==> src/vcs_pkg.sv <==
package vcs_pkg;
    // ------------------------------------------------------------
    // Register map
    // ------------------------------------------------------------
    localparam logic [7:0]  ADDR_CTRL    = 8'h00;      // Write 1 to bit 0 starts a run
    localparam logic [7:0]  ADDR_TIMEOUT = 8'h04;      // Shared timeout count
    localparam logic [7:0]  ADDR_COUNTS  = 8'h08;      // Settle and level-wait counts
    localparam logic [7:0]  ADDR_BANDDIV = 8'h0C;      // Band select divider
    localparam logic [7:0]  ADDR_STATUS  = 8'h10;      // Busy, done, phase
    localparam int          TIMEOUT_W    = 10;         // Timeout field width
    localparam int          COUNT_W      = 5;          // Settle and level-wait width
    localparam int          BANDDIV_W    = 8;          // Band divider width
    localparam int          SETTLE_LSB   = 0;          // Settle count field position
    localparam int          LEVEL_LSB    = 8;          // Level-wait field position
    localparam int          BUSY_BIT     = 0;          // Status busy bit
    localparam int          DONE_BIT     = 1;          // Status done bit
    localparam int          PHASE_LSB    = 4;          // Status phase field position
    localparam logic [9:0]  TIMEOUT_RST  = 10'h067;    // Timeout reset value
    localparam logic [4:0]  SETTLE_RST   = 5'h0C;      // Settle count reset value
    localparam logic [4:0]  LEVEL_RST    = 5'h1E;      // Level-wait reset value
    localparam logic [7:0]  BANDDIV_RST  = 8'h1A;      // Band divider reset value
    localparam logic [4:0]  BAND_MULT    = 5'h10;      // Divider multiplier
    localparam logic [3:0]  BAND_CYCLES  = 4'hB;       // Band selection cycles
    localparam logic [5:0]  LEVEL_MULT   = 6'h37;      // Level phase multiplier
    localparam logic [1:0]  RESP_OKAY    = 2'h0;       // AXI OKAY
    localparam logic [1:0]  RESP_SLVERR  = 2'h2;       // AXI SLVERR
    // ------------------------------------------------------------
    // Phase states
    // ------------------------------------------------------------
    typedef enum logic [1:0] {
        VCS_IDLE   = 2'b00,
        VCS_SETTLE = 2'b01,
        VCS_BAND   = 2'b10,
        VCS_LEVEL  = 2'b11
    } vcs_phase_t;
endpackage : vcs_pkg

==> src/vcs_tick_if.sv <==
`timescale 1ns/1ps
// ------------------------------------------------------------
// Tick divider carrier
// ------------------------------------------------------------
interface vcs_tick_if;
    logic        run;      // Divider runs while high
    logic [15:0] period;   // Cycles per tick
    logic        tick;     // One-cycle tick pulse
    modport ctl (output run, output period, input tick);
    modport div (input run, input period, output tick);
endinterface : vcs_tick_if

==> src/vcs_tick_div.sv <==
`timescale 1ns/1ps
// ------------------------------------------------------------
// Divider: one tick every period cycles while run
// ------------------------------------------------------------
module vcs_tick_div (
    input wire logic clk,
    input wire logic rst_n,
    vcs_tick_if.div  t
);
    typedef struct packed {
        logic [15:0] cnt;  // Cycles since last tick
        logic        tick; // Registered tick
    } vcs_div_t;
    vcs_div_t st;
    vcs_div_t next_st;

    // Count up, wrap and pulse at period
    always_comb begin
        next_st      = st;
        next_st.tick = 1'b0;
        if (!t.run) begin
            next_st.cnt = 16'h0000;
        end else if (st.cnt + 16'h0001 >= t.period) begin
            next_st.cnt  = 16'h0000;
            next_st.tick = 1'b1;
        end else begin
            next_st.cnt = st.cnt + 16'h0001;
        end
    end

    // State register
    always_ff @(posedge clk) begin
        if (!rst_n) begin
            st <= '0;
        end else begin
            st <= next_st;
        end
    end

    assign t.tick = st.tick;

    // A period of zero or one ticks every cycle, any other spaces ticks out
    tick_spacing_a: assert property (@(posedge clk) disable iff (!rst_n)
        st.tick && t.run |=> !st.tick || t.period <= 16'h0001)
        else $error("tick came too soon");
endmodule : vcs_tick_div

==> src/vcs_top.sv <==
`timescale 1ns/1ps
// ------------------------------------------------------------
// Calibration timing sequencer with AXI4-Lite registers
// ------------------------------------------------------------
module vcs_top (
    input  wire logic        clk,
    input  wire logic        rst_n,
    input  wire logic [7:0]  s_axi_awaddr,
    input  wire logic        s_axi_awvalid,
    output logic             s_axi_awready,
    input  wire logic [31:0] s_axi_wdata,
    input  wire logic [3:0]  s_axi_wstrb,
    input  wire logic        s_axi_wvalid,
    output logic             s_axi_wready,
    output logic [1:0]       s_axi_bresp,
    output logic             s_axi_bvalid,
    input  wire logic        s_axi_bready,
    input  wire logic [7:0]  s_axi_araddr,
    input  wire logic        s_axi_arvalid,
    output logic             s_axi_arready,
    output logic [31:0]      s_axi_rdata,
    output logic [1:0]       s_axi_rresp,
    output logic             s_axi_rvalid,
    input  wire logic        s_axi_rready,
    output logic             cal_busy,
    output logic             cal_done
);
    // ------------------------------------------------------------
    // State
    // ------------------------------------------------------------
    typedef struct packed {
        logic              aw_got;   // Write address captured
        logic [7:0]        aw_addr;  // Captured write address
        logic              w_got;    // Write data captured
        logic [31:0]       w_data;   // Captured write data
        logic [3:0]        w_strb;   // Captured strobes
        logic              bvalid;   // Write response pending
        logic [1:0]        bresp;    // Write response code
        logic              rvalid;   // Read data pending
        logic [31:0]       rdata;    // Read data
        logic [1:0]        rresp;    // Read response code
        logic [9:0]        timeout;  // Shared timeout
        logic [4:0]        settle;   // Settle count
        logic [4:0]        level;    // Level-wait count
        logic [7:0]        banddiv;  // Band select divider
        vcs_pkg::vcs_phase_t phase;  // Current phase
        logic [9:0]        tcnt;     // Cycles within one timeout unit
        logic [10:0]       ucnt;     // Timeout units elapsed
        logic [3:0]        bcnt;     // Band cycles elapsed
        logic              done;     // Sticky completion
        logic              busy;     // Registered busy flag
    } vcs_state_t;
    vcs_state_t st;
    vcs_state_t next_st;

    vcs_tick_if tk ();    // Band clock divider link
    logic         wr_go;  // Write fires this cycle
    logic [31:0]  wmask;  // Byte mask from strobes
    logic         t_end;  // Last cycle of a timeout unit
    logic [10:0]  ulim;   // Units needed by present phase

    vcs_tick_div u_band_div (
        .clk   (clk),
        .rst_n (rst_n),
        .t     (tk)
    );

    // Band clock period is divider times 16 cycles
    assign tk.run    = (st.phase == vcs_pkg::VCS_BAND);
    assign tk.period = 16'(st.banddiv) * 16'(vcs_pkg::BAND_MULT);

    // Write and strobe helpers
    // A new write waits until the last response was taken
    assign wr_go = st.aw_got && st.w_got && !st.bvalid;
    always_comb begin
        for (int i = 0; i < 4; i++) begin
            wmask[i*8 +: 8] = {8{st.w_strb[i]}};
        end
    end
    // A timeout of zero ends every unit at once, as a timeout of one would
    assign t_end = (st.tcnt + 10'h001 >= st.timeout);

    // Units per phase: settle count, or 55 times level wait
    always_comb begin
        ulim = 11'h000;
        if (st.phase == vcs_pkg::VCS_SETTLE) begin
            ulim = 11'(st.settle);
        end else if (st.phase == vcs_pkg::VCS_LEVEL) begin
            ulim = 11'(st.level) * 11'(vcs_pkg::LEVEL_MULT);
        end
    end

    // ------------------------------------------------------------
    // Next state
    // ------------------------------------------------------------
    always_comb begin
        logic [31:0] merged;
        merged  = 32'h0000_0000;
        next_st = st;
        // Address and data channels accepted independently
        if (s_axi_awvalid && !st.aw_got) begin
            next_st.aw_got  = 1'b1;
            next_st.aw_addr = s_axi_awaddr;
        end
        if (s_axi_wvalid && !st.w_got) begin
            next_st.w_got  = 1'b1;
            next_st.w_data = s_axi_wdata;
            next_st.w_strb = s_axi_wstrb;
        end
        if (st.bvalid && s_axi_bready) begin
            next_st.bvalid = 1'b0;
        end
        // Sequencer runs
        unique case (st.phase)
            vcs_pkg::VCS_IDLE: begin
                next_st.tcnt = 10'h000;
                next_st.ucnt = 11'h000;
                next_st.bcnt = 4'h0;
            end
            vcs_pkg::VCS_SETTLE, vcs_pkg::VCS_LEVEL: begin
                // Timeout units counted, phase ends at limit
                if (t_end) begin
                    next_st.tcnt = 10'h000;
                    if (st.ucnt + 11'h001 >= ulim) begin
                        next_st.ucnt  = 11'h000;
                        if (st.phase == vcs_pkg::VCS_SETTLE) begin
                            next_st.phase = vcs_pkg::VCS_BAND;
                        end else begin
                            next_st.phase = vcs_pkg::VCS_IDLE;
                            next_st.done  = 1'b1;
                        end
                    end else begin
                        next_st.ucnt = st.ucnt + 11'h001;
                    end
                end else begin
                    next_st.tcnt = st.tcnt + 10'h001;
                end
            end
            vcs_pkg::VCS_BAND: begin
                // Eleven divided cycles, then level phase
                // The registered tick adds one cycle to the phase
                if (tk.tick) begin
                    if (st.bcnt + 4'h1 >= vcs_pkg::BAND_CYCLES) begin
                        next_st.bcnt  = 4'h0;
                        next_st.phase = vcs_pkg::VCS_LEVEL;
                    end else begin
                        next_st.bcnt = st.bcnt + 4'h1;
                    end
                end
            end
        endcase
        // Register write
        if (wr_go) begin
            next_st.aw_got = 1'b0;
            next_st.w_got  = 1'b0;
            next_st.bvalid = 1'b1;
            next_st.bresp  = vcs_pkg::RESP_OKAY;
            unique case (st.aw_addr)
                vcs_pkg::ADDR_CTRL: begin
                    // Start ignored while a run is under way
                    if (st.w_strb[0] && st.w_data[0] &&
                        st.phase == vcs_pkg::VCS_IDLE) begin
                        next_st.phase = vcs_pkg::VCS_SETTLE;
                        next_st.done  = 1'b0;
                    end
                end
                vcs_pkg::ADDR_TIMEOUT: begin
                    merged          = (32'(st.timeout) & ~wmask) | (st.w_data & wmask);
                    next_st.timeout = merged[9:0];
                end
                vcs_pkg::ADDR_COUNTS: begin
                    merged = ({19'h0, st.level, 3'h0, st.settle} & ~wmask)
                             | (st.w_data & wmask);
                    next_st.settle = merged[vcs_pkg::SETTLE_LSB +: vcs_pkg::COUNT_W];
                    next_st.level  = merged[vcs_pkg::LEVEL_LSB +: vcs_pkg::COUNT_W];
                end
                vcs_pkg::ADDR_BANDDIV: begin
                    merged          = (32'(st.banddiv) & ~wmask) | (st.w_data & wmask);
                    next_st.banddiv = merged[7:0];
                end
                vcs_pkg::ADDR_STATUS: begin
                end
                default: begin
                    next_st.bresp = vcs_pkg::RESP_SLVERR;
                end
            endcase
        end
        // Register read
        if (st.rvalid && s_axi_rready) begin
            next_st.rvalid = 1'b0;
        end
        if (s_axi_arvalid && !st.rvalid) begin
            next_st.rvalid = 1'b1;
            next_st.rresp  = vcs_pkg::RESP_OKAY;
            unique case (s_axi_araddr)
                vcs_pkg::ADDR_CTRL:    next_st.rdata = 32'h0000_0000;
                vcs_pkg::ADDR_TIMEOUT: next_st.rdata = 32'(st.timeout);
                vcs_pkg::ADDR_COUNTS:  next_st.rdata = {19'h0, st.level, 3'h0, st.settle};
                vcs_pkg::ADDR_BANDDIV: next_st.rdata = 32'(st.banddiv);
                vcs_pkg::ADDR_STATUS:  next_st.rdata = {26'h0, st.phase, 2'h0, st.done,
                                                        st.phase != vcs_pkg::VCS_IDLE};
                default: begin
                    next_st.rdata = 32'h0000_0000;
                    next_st.rresp = vcs_pkg::RESP_SLVERR;
                end
            endcase
        end
        // Busy kept in a flop so the pin carries no decode
        next_st.busy = (next_st.phase != vcs_pkg::VCS_IDLE);
    end

    // ------------------------------------------------------------
    // State register
    // ------------------------------------------------------------
    always_ff @(posedge clk) begin
        if (!rst_n) begin
            st         <= '0;
            st.timeout <= vcs_pkg::TIMEOUT_RST;
            st.settle  <= vcs_pkg::SETTLE_RST;
            st.level   <= vcs_pkg::LEVEL_RST;
            st.banddiv <= vcs_pkg::BANDDIV_RST;
            st.phase   <= vcs_pkg::VCS_IDLE;
        end else begin
            st <= next_st;
        end
    end

    // Outputs straight from flip-flops
    assign s_axi_awready = !st.aw_got;
    assign s_axi_wready  = !st.w_got;
    assign s_axi_bvalid  = st.bvalid;
    assign s_axi_bresp   = st.bresp;
    assign s_axi_arready = !st.rvalid;
    assign s_axi_rvalid  = st.rvalid;
    assign s_axi_rdata   = st.rdata;
    assign s_axi_rresp   = st.rresp;
    assign cal_busy      = st.busy;
    assign cal_done      = st.done;

    // ------------------------------------------------------------
    // Checks
    // ------------------------------------------------------------
    // Band phase is entered only from the settle phase
    settle_order_a: assert property (@(posedge clk) disable iff (!rst_n)
        $changed(st.phase) && st.phase == vcs_pkg::VCS_BAND
        |-> $past(st.phase) == vcs_pkg::VCS_SETTLE)
        else $error("band phase not entered from settle");
    // Band counter never reaches eleven inside the phase
    band_count_a: assert property (@(posedge clk) disable iff (!rst_n)
        st.phase == vcs_pkg::VCS_BAND |-> st.bcnt < vcs_pkg::BAND_CYCLES)
        else $error("band cycle count out of range");
    // Level phase follows the eleventh divided tick
    band_exit_a: assert property (@(posedge clk) disable iff (!rst_n)
        $past(st.phase) == vcs_pkg::VCS_BAND && st.phase == vcs_pkg::VCS_LEVEL
        |-> $past(st.bcnt) == 4'hA && $past(tk.tick))
        else $error("band phase left early");
    // Leaving the level phase raises done
    level_exit_a: assert property (@(posedge clk) disable iff (!rst_n)
        $past(st.phase) == vcs_pkg::VCS_LEVEL && st.phase == vcs_pkg::VCS_IDLE
        |-> st.done)
        else $error("done not set after level phase");
    // A run starts only from idle, never from a later phase
    retrig_block_a: assert property (@(posedge clk) disable iff (!rst_n)
        st.phase == vcs_pkg::VCS_SETTLE && $past(st.phase) != vcs_pkg::VCS_SETTLE
        |-> $past(st.phase) == vcs_pkg::VCS_IDLE)
        else $error("retrigger during run");
    // Done rises only at the end of the level phase
    done_rise_a: assert property (@(posedge clk) disable iff (!rst_n)
        $rose(st.done) |-> $past(st.phase) == vcs_pkg::VCS_LEVEL)
        else $error("done raised outside level phase");
    // A new start clears done
    done_clear_a: assert property (@(posedge clk) disable iff (!rst_n)
        st.phase == vcs_pkg::VCS_SETTLE && $past(st.phase) == vcs_pkg::VCS_IDLE |-> !st.done)
        else $error("done kept over a new start");
    // Level unit counter stays below its limit
    unit_bound_a: assert property (@(posedge clk) disable iff (!rst_n)
        st.phase == vcs_pkg::VCS_LEVEL && st.level != 5'h00
        |-> st.ucnt < 11'(st.level) * 11'(vcs_pkg::LEVEL_MULT))
        else $error("level unit count past limit");
    // Responses stand until the master takes them
    resp_hold_a: assert property (@(posedge clk) disable iff (!rst_n)
        s_axi_bvalid && !s_axi_bready |=> s_axi_bvalid && $stable(s_axi_bresp))
        else $error("write response dropped");
    read_hold_a: assert property (@(posedge clk) disable iff (!rst_n)
        s_axi_rvalid && !s_axi_rready |=> s_axi_rvalid && $stable(s_axi_rdata))
        else $error("read data dropped");
    // Write answer only once address and data are both held
    wr_order_a: assert property (@(posedge clk) disable iff (!rst_n)
        $rose(s_axi_bvalid) |-> $past(!s_axi_awready && !s_axi_wready))
        else $error("write answered before both channels");
    // Read answer only after an address was taken
    rd_order_a: assert property (@(posedge clk) disable iff (!rst_n)
        $rose(s_axi_rvalid) |-> $past(s_axi_arvalid && s_axi_arready))
        else $error("read answered without address");

    // ------------------------------------------------------------
    // Covers
    // ------------------------------------------------------------
    run_cover_c:  cover property (@(posedge clk) disable iff (!rst_n) $rose(cal_done));
    settle_cover_c: cover property (@(posedge clk) disable iff (!rst_n)
        $past(st.phase) == vcs_pkg::VCS_SETTLE && st.phase == vcs_pkg::VCS_BAND);
    retrig_cover_c: cover property (@(posedge clk) disable iff (!rst_n)
        wr_go && st.aw_addr == vcs_pkg::ADDR_CTRL && st.phase != vcs_pkg::VCS_IDLE);
    band_cover_c: cover property (@(posedge clk) disable iff (!rst_n)
        st.phase == vcs_pkg::VCS_BAND && tk.tick);
    err_cover_c:  cover property (@(posedge clk) disable iff (!rst_n)
        s_axi_rvalid && s_axi_rresp == vcs_pkg::RESP_SLVERR);
endmodule : vcs_top

==> config.mk <==
export PLATFORM = sky130hd
export DESIGN_NAME = vcs_top
export DESIGN_NICKNAME = d
export VERILOG_FILES = /design/src/vcs_pkg.sv /design/src/vcs_tick_if.sv /design/src/vcs_tick_div.sv /design/src/vcs_top.sv
export SDC_FILE = /design/constraint.sdc
export NUM_CORES = 1
export LEC_CHECK = 0
export BUFFER_PORTS_ARGS = -buffer_cell sky130_fd_sc_hd__buf_2
export CORE_UTILIZATION = 40
export CTS_BUF_LIST = sky130_fd_sc_hd__clkbuf_16
export DETAILED_ROUTE_END_ITERATION = 16
export GPL_TIMING_DRIVEN = 0
export PLACE_DENSITY = 0.7
export SETUP_SLACK_MARGIN = 0.1
export SYNTH_ARGS = -nofsm -noshare
export SYNTH_HDL_FRONTEND = slang
export SYNTH_SLANG_ARGS = --single-unit
==> constraint.sdc <==
create_clock -name clk -period 5.8 [get_ports clk]
set_clock_uncertainty 0.1 [all_clocks]
set_input_delay 1.45 -clock clk [delete_from_list [all_inputs] [get_ports clk]]
set_output_delay 1.45 -clock clk [all_outputs]
set_load 0.02 [all_outputs]
-- Word-level counts from Yosys, hierarchy flattened
Cells that the tools add are included.
- register bits: 137
- output and inout bits: 43
- logic and storage cells: 120
- add/sub/neg operators: 4
- multiply operators: 1
- $lt $le $gt $ge: 4
- equal/unequal tests: 13
- multiplexer cells: 33
- bitwise gates (word level): 10
- reduce and logical (&&, ||, !) cells: 33
- operators with widths (cell ; count):
    $pmux 13 s4 ; 1
    $mux 11 ; 4
    $pmux 21 s2 ; 1
    $mux 35 ; 1
    $eq 8x4->1 const B ; 4
    $and 13x13->13 ; 2
    $mux 2 ; 10
    $add 16x1->16 const B ; 1
    $eq 8x3->1 const B ; 2
    $eq 8x5->1 const B ; 2
    $ge 16x12->1 ; 1
    $logic_not 8->1 ; 2
    $not 13->13 ; 1
    $or 13x13->13 ; 1
    $reduce_and 2->1 ; 6
    $reduce_bool 2->1 ; 6
    $add 11x1->11 const B ; 1
    $ge 11x11->1 ; 1
    $mul 5x6->11 const B ; 1
    $add 10x1->10 const B ; 1
    $and 10x10->10 ; 1
    $ge 10x10->1 ; 1
    $mux 1 ; 10
    $mux 10 ; 1
    other kinds (19) ; 36

-- Longest topological paths before layout
Gate-level depths: netlist of the first run.
- depth in word-level cells: 11
- gate-level depth with buffers: 20
- gate-level depth less buffers: 20

-- Cells and area by module
A second synthesis of the first run with hierarchy kept.
- cells, all modules: 836
- area, all modules: 7054.3 µm²
- by module, submodules not included (module ; instances ; cells each ; area an instance (µm²) ; seq. area each (µm²)):
    vcs_top ; 1 ; 695 ; 5816.8 ; 1981.9
    vcs_tick_div ; 1 ; 141 ; 1237.4 ; 340.3

-- Worst setup path before layout of the first run
Ideal clock, no wire load.
- kind: flip-flop to flip-flop
- start: register (tool-made name)
- end: register st[6] (netlist bit)
- arrival: 4372 ps
- slack: 1267 ps
- stages on the path, launching flop included: 21
- path buffers: 0
- period minus slack after synthesis: 4533 ps
- path through: dfxtp_1 inv_1 ha_1 inv_1 fa_1 inv_1 fa_1 inv_1 ha_1 a21oi_1 o21ai_0 o41ai_1 xnor2_1 nand2_1 ha_1 nand4_1 nor2_1 o31ai_1 nand3_1 nor3_1 mux2_2
- RTL lines (item ; RTL line ; RTL):
    end signal, assigned ; vcs_top.sv:224 ; st <= next_st;
    end, declared ; vcs_top.sv:53 ; vcs_state_t st;

==> results_dict.tcl, run 1 <==
set metrics [dict create \
    leakage_nw 3.403 \
    grt_pass1_vias 4915 \
    synthTopCellsByArea "dfxtp_1, ha_1, nand2_1" \
    cts_tree "built" \
    worstMarginPinSlew_ns 0.9575 \
    netlist.area_leader.share_pct 34.17 \
    cts_made_buffers 17 \
    worstPathArrival_ns 5.56 \
    fin_crit_ns 5.294 \
    grt_pass1_wl_microns 24440 \
    dr.pass1.iters 4 \
    ir_worst_vdd_v 0.0002182 \
    p_per_area_nw_per_um2 243.5 \
    rsz0062_at_grt "no" \
    drv_cap 0 \
    setup_viol 0 \
    diodes 0 \
    grt_max_degree 17 \
    area_growth_pct 18.06 \
    finalCritPeriodShare_pct 91.28 \
    ctsResizeCount 0 \
    vias 5337 \
    hold_viol_final 0 \
    cp_data_required_time_ns 6.06 \
    slew_headroom_pct 35.27 \
    placed_cells 1051 \
    io_pins 102 \
    switching_power_mw 0.4928 \
    yosys_warnings 0 \
    wl_per_cell_microns 13.65 \
    die_x_microns 132.3 \
    synth_area_leader_cell "dfxtp_1" \
    via_per_inst 4.928 \
    synth-async-reset-ratio_pct 0 \
    drv_slew 0 \
    p_total_mw 1.953 \
    synth.most_common_cell "dfxtp_1" \
    end_kind "register" \
    grt_overflow_total 0 \
    worst-path-max-fanout 7 \
    die-area_sq_um 17510 \
    synthesis.area_sq_um 6795 \
    fmax_mhz 188.9 \
    finalNonFillerCells 1083 \
    swShare_pct 25.23 \
    avgSynthCellArea_sq_um 9.072 \
    cts.sinks 116 \
    root_buffer "clkbuf_16" \
    start_kind "register" \
    synth_cells 749 \
    cts_max_level 4 \
    grt_usage_pct 17.66 \
    ys_top_cells_by_count "dfxtp_1, nand2_1, ha_1" \
    crit_type "register to register" \
    layout.nets 975 \
    chipHeight_microns 132.3 \
    postCtsSetupBuffers 0 \
    hp-class "register to register" \
    power_frac_comb_pct 6.1 \
    synth_edf_count 0 \
    start_util_pct 40.98 \
    pwr-share-clk_pct 51.7 \
    drt_wl_total_microns 14790 \
    layout-drive-gt1-share_pct 18.77 \
    clk_pin_slew_worst_paths_ns 0.06 \
    synthDistinctLibCells 68 \
    yosysSeqAreaShare_pct 34.17 \
    coreArea_sq_um 16580 \
    gp_congestion 0.8488 \
    drc 0 \
    clkLatencyLatePin_ns 0.43 \
    grt_antenna_before_repair 0 \
    hold_buffers 0 \
    drtAntennaViolNets 0 \
    drt-initial-drc-count 333 \
    intPower_mw 1.461 \
    synth_seq_cells 116 \
    final.setup.tns_ns 0 \
    io_buffers 58 \
    synth_ff_type "dfxtp_1" \
    dp_hpwl_microns 11620 \
    utilization_pct 48.38 \
    p_seq_share_pct 42.2 \
    row_count 47 \
    cts_buffer_depth 2 \
    outcome "finished clean" \
]
[power groups by stage]
stage               Sequential, mW  Clock, mW  Combinational, mW
floorplan                    0.839          0             0.0858
global placement             0.842          0              0.118
detailed placement           0.842          0              0.119
CTS                          0.825       1.03              0.120
global route                 0.826       1.07              0.132
finish                       0.825       1.01              0.120
[worst max-delay path, cell delays in order, from the launching register on]
cell and delay [ns]:
dfxtp_1 0.46, inv_1 0.11, ha_1 0.29, inv_1 0.06, fa_1 0.50, inv_1 0.05
fa_1 0.49, inv_1 0.04, ha_1 0.33, a21oi_1 0.22, o21ai_0 0.18, o41ai_1 0.36
xnor2_1 0.18, nand2_1 0.08, ha_1 0.30, nand4_1 0.12, nor2_1 0.06, o31ai_1 0.08
nand3_1 0.25, nor3_1 0.69, mux2_2 0.28
[stage by stage]
| step | hold WS (ns) | worst slack, ns | instance area (sq um) |
|---|---|---|---|
| global route | 0.3830 | 0.2304 | 8023 |
| finish | 0.3615 | 0.5057 | 8023 |
| CTS | 0.3667 | 0.4897 | 8023 |
| floorplan | 0.3431 | 1.267 | 6885 |
| detailed placement | 0.3578 | 0.5165 | 7451 |
| global placement | 0.3549 | 0.6309 | 7451 |
[worst paths after layout]
| check | from | to | slack (ns) | cells past startpoint |
|---|---|---|---|---|
| setup / recovery | register | st[6] | 0.51 | 20 |
| hold / removal | st[110] | st[110] | 0.36 | 2 |
| setup reg to reg | register | st[6] | 0.51 | 20 |
| hold reg to reg | st[110] | st[110] | 0.36 | 2 |
[layer usage]
| metal | track usage [%] | up-vias | wire length [microns] |
|---|---|---|---|
| met4 | 7.663 | 0 | 251 |
| li1 | - | 2774 | - |
| met2 | 27.08 | 108 | 6571 |
| met3 | 3.883 | 16 | 677 |
| met1 | 23.80 | 2439 | 7286 |
| met5 | 0 | - | 0 |
[logic make-up after synthesis]
logic type	Yosys count	synth area share, %
muxes	40	6.003
adders and majority gates	66	12.82
other	1	0.05519
AOI/OAI and AO/OA	134	14.36
and+or+nand+nor	261	20.49
xor gates and xnor gates	34	4.382
buffers and inverters	97	7.715
DFF	116	34.17
[final cells by class]
class	instances	area, sq um
Buffer	64	400.4
Clock buffer	17	425.4
Clock inverter	15	146.4
Fill cell	1594	8561
Inverter	33	123.9
Multi-Input combinational cell	560	4039
Sequential cell	116	2322
Tap cell	220	275.3
Timing Repair Buffer	58	290.3
[cells in the final DEF (no fill, tap or decap), types with 7 or more instances in the layout]
cell type	count
dfxtp_1	116
nand2_1	94
buf_2	63
ha_1	60
nor2b_1	47
buf_4	37
mux2i_1	34
inv_1	33
nor2_1	31
conb_1	25
o21ai_0	20
xnor2_1	19
clkbuf_1	19
a21boi_0	18
nand3_1	17
a22o_1	17
clkbuf_16	17
xor2_1	15
a22oi_1	14
a21oi_1	13
nand2b_1	10
o211ai_1	10
nor3_1	9
nand4_1	7
a21o_1	7
and3_1	7
Power figures use the tool's default switching activity.
==> run 2: changes to the inputs <==
==> constraint.sdc (replaced) <==
create_clock -name clk -period 5.8 [get_ports clk]
set_clock_uncertainty 0.1 [all_clocks]
set_input_delay 0 -clock clk [delete_from_list [all_inputs] [get_ports clk]]
set_output_delay 0 -clock clk [all_outputs]
set_load 0.02 [all_outputs]
==> results_dict.tcl, run 2 (same netlist as run 1, synthesis figures left out) <==
set metrics [dict create \
    outcome "finished clean" \
    fin_crit_ns 5.301 \
    pwr-share-clk_pct 51.1 \
    drv_cap 0 \
    cp_data_required_time_ns 6.06 \
    cts_max_level 4 \
    cts_buffer_depth 2 \
    p_per_area_nw_per_um2 235.8 \
    switching_power_mw 0.4943 \
    drt_wl_total_microns 15340 \
    p_seq_share_pct 41.9 \
    wl_per_cell_microns 13.75 \
    dr.pass1.iters 4 \
    grt_pass1_vias 5143 \
    drtAntennaViolNets 0 \
    mostFrequentLayoutCell "dfxtp_1" \
    grt_pass1_wl_microns 25320 \
    grt_max_degree 17 \
    worst_path_max_delay_cell "nor3_1" \
    via_per_inst 4.906 \
    path_cells "inv_1, ha_1, inv_1, fa_1, inv_1, fa_1, inv_1, ha_1, a21oi_1, o21ai_0, o41ai_1, xnor2_1, nand2_1, ha_1, nand4_1, nor2_1, o31ai_1, nand3_1, nor3_1, mux2_2" \
    die-area_sq_um 17510 \
    diodes 0 \
    start_util_pct 40.98 \
    gp_congestion 0.8488 \
    io_buffers 58 \
    area_growth_pct 22.92 \
    start_kind "register" \
    drc 0 \
    drt-initial-drc-count 311 \
    swShare_pct 25.10 \
    row_count 47 \
    dp_hpwl_microns 11620 \
    grt_usage_pct 18.27 \
    drv_slew 0 \
    clkLatencyLatePin_ns 0.42 \
    crit_type "register to register" \
    crit_path_max_incr_delay_ns 0.70 \
    hp-class "input port to register" \
    coreArea_sq_um 16580 \
    cts_tree "built" \
    end_kind "register" \
    ctsResizeCount 0 \
    power_frac_comb_pct 7.0 \
    final.setup.tns_ns 0 \
    worstMarginPinSlew_ns 0.9732 \
    postCtsSetupBuffers 0 \
    rsz0062_at_grt "no" \
    setup_viol 0 \
    hold_viol_final 0 \
    worst-path-max-fanout 7 \
    layout_common_cells "dfxtp_1, nand2_1, buf_2" \
    clk_pin_slew_worst_paths_ns 0.06 \
    ir_worst_vdd_v 0.0002133 \
    grt_overflow_total 0 \
    root_buffer "clkbuf_16" \
    die_x_microns 132.3 \
    worstPathArrival_ns 5.56 \
    slew_headroom_pct 34.21 \
    fin_ws_ns 0.4989 \
    chipHeight_microns 132.3 \
    fmax_mhz 188.6 \
    intPower_mw 1.476 \
    pre_cts_slack_ns 0.5165 \
    layout.nets 1008 \
    finalCritPeriodShare_pct 91.40 \
    grt_antenna_before_repair 0 \
    layout-drive-gt1-share_pct 18.08 \
    cts.sinks 116 \
    cts_made_buffers 17 \
    leakage_nw 3.541 \
    hold_buffers 33 \
    io_pins 102 \
    vias 5475 \
    cpMostUsedCell "inv_1" \
    nFillCells 1572 \
]
run 2: changes by cell type in the layout (fill, tap and decap cells not counted), sizes merged:
cell | before | now
dlygate4sd3 | 0 | 33
run 2: final cells by class:
class	instances	area (sq um)	share of cell area, %
repair buffers	91	620.6	7.430
clock inverters	15	146.4	1.753
well taps	220	275.3	3.295
multi-input cells	560	4039	48.35
clock buffers	17	425.4	5.093
flip-flops and latches	116	2322	27.80
plain buffers	64	400.4	4.793
inverters	33	123.9	1.483
run 2: power groups by stage:
stage | Clock (mW) | Combinational (mW) | Sequential (mW)
2_1_floorplan | 0 | 0.0858 | 0.839
3_3_place_gp | 0 | 0.118 | 0.842
3_5_place_dp | 0 | 0.119 | 0.842
4_1_cts | 1.03 | 0.137 | 0.825
5_1_grt | 1.07 | 0.151 | 0.826
6_report | 1.01 | 0.138 | 0.825
run 2: worst paths after layout:
kind                        start        endpoint  slack [ns]  cells past startpoint
setup / recovery         register           st[6]        0.50                     20
hold / removal    s_axi_araddr[2]  s_axi_rresp[1]        0.02                      4
setup reg to reg         register           st[6]        0.50                     20
hold reg to reg           st[110]         st[110]        0.36                      2
run 2: per-layer routing:
| layer | up-vias | routed length, microns | track usage, % | part of all wire [%] |
|---|---|---|---|---|
| li1 | 2843 | - | - | - |
| met1 | 2506 | 7412 | 24.00 | 48 |
| met2 | 109 | 7006 | 29.15 | 46 |
| met3 | 17 | 661 | 3.691 | 4.3 |
| met4 | 0 | 262 | 7.663 | 1.7 |
| met5 | - | 0 | 0 | 0 |
run 2: metrics by stage:
stage          hold slack (ns)  power [mW]  area [sq um]  cells  utilization, %
6_report               0.02249       1.970          8353   1116           50.37
5_1_grt                0.05309       2.045          8353   1116           50.37
4_1_cts               0.002679       1.990          8353   1116           50.37
3_5_place_dp            0.1279      0.9611          7451   1051           44.93
3_3_place_gp            0.1169      0.9599          7451   1051           44.93
2_1_floorplan          0.01582      0.9243          6885    773               -
run 2: critical path: cells and delay by family, from the launching register on:
| family | cells | cell delay [ns] |
|---|---|---|
| buf+inv | 4 | 0.26 |
| compound gates | 4 | 0.84 |
| fa+ha+maj | 5 | 1.91 |
| mux | 1 | 0.28 |
| xor+xnor | 1 | 0.18 |
| flops | 1 | 0.46 |
| simple gates | 5 | 1.21 |
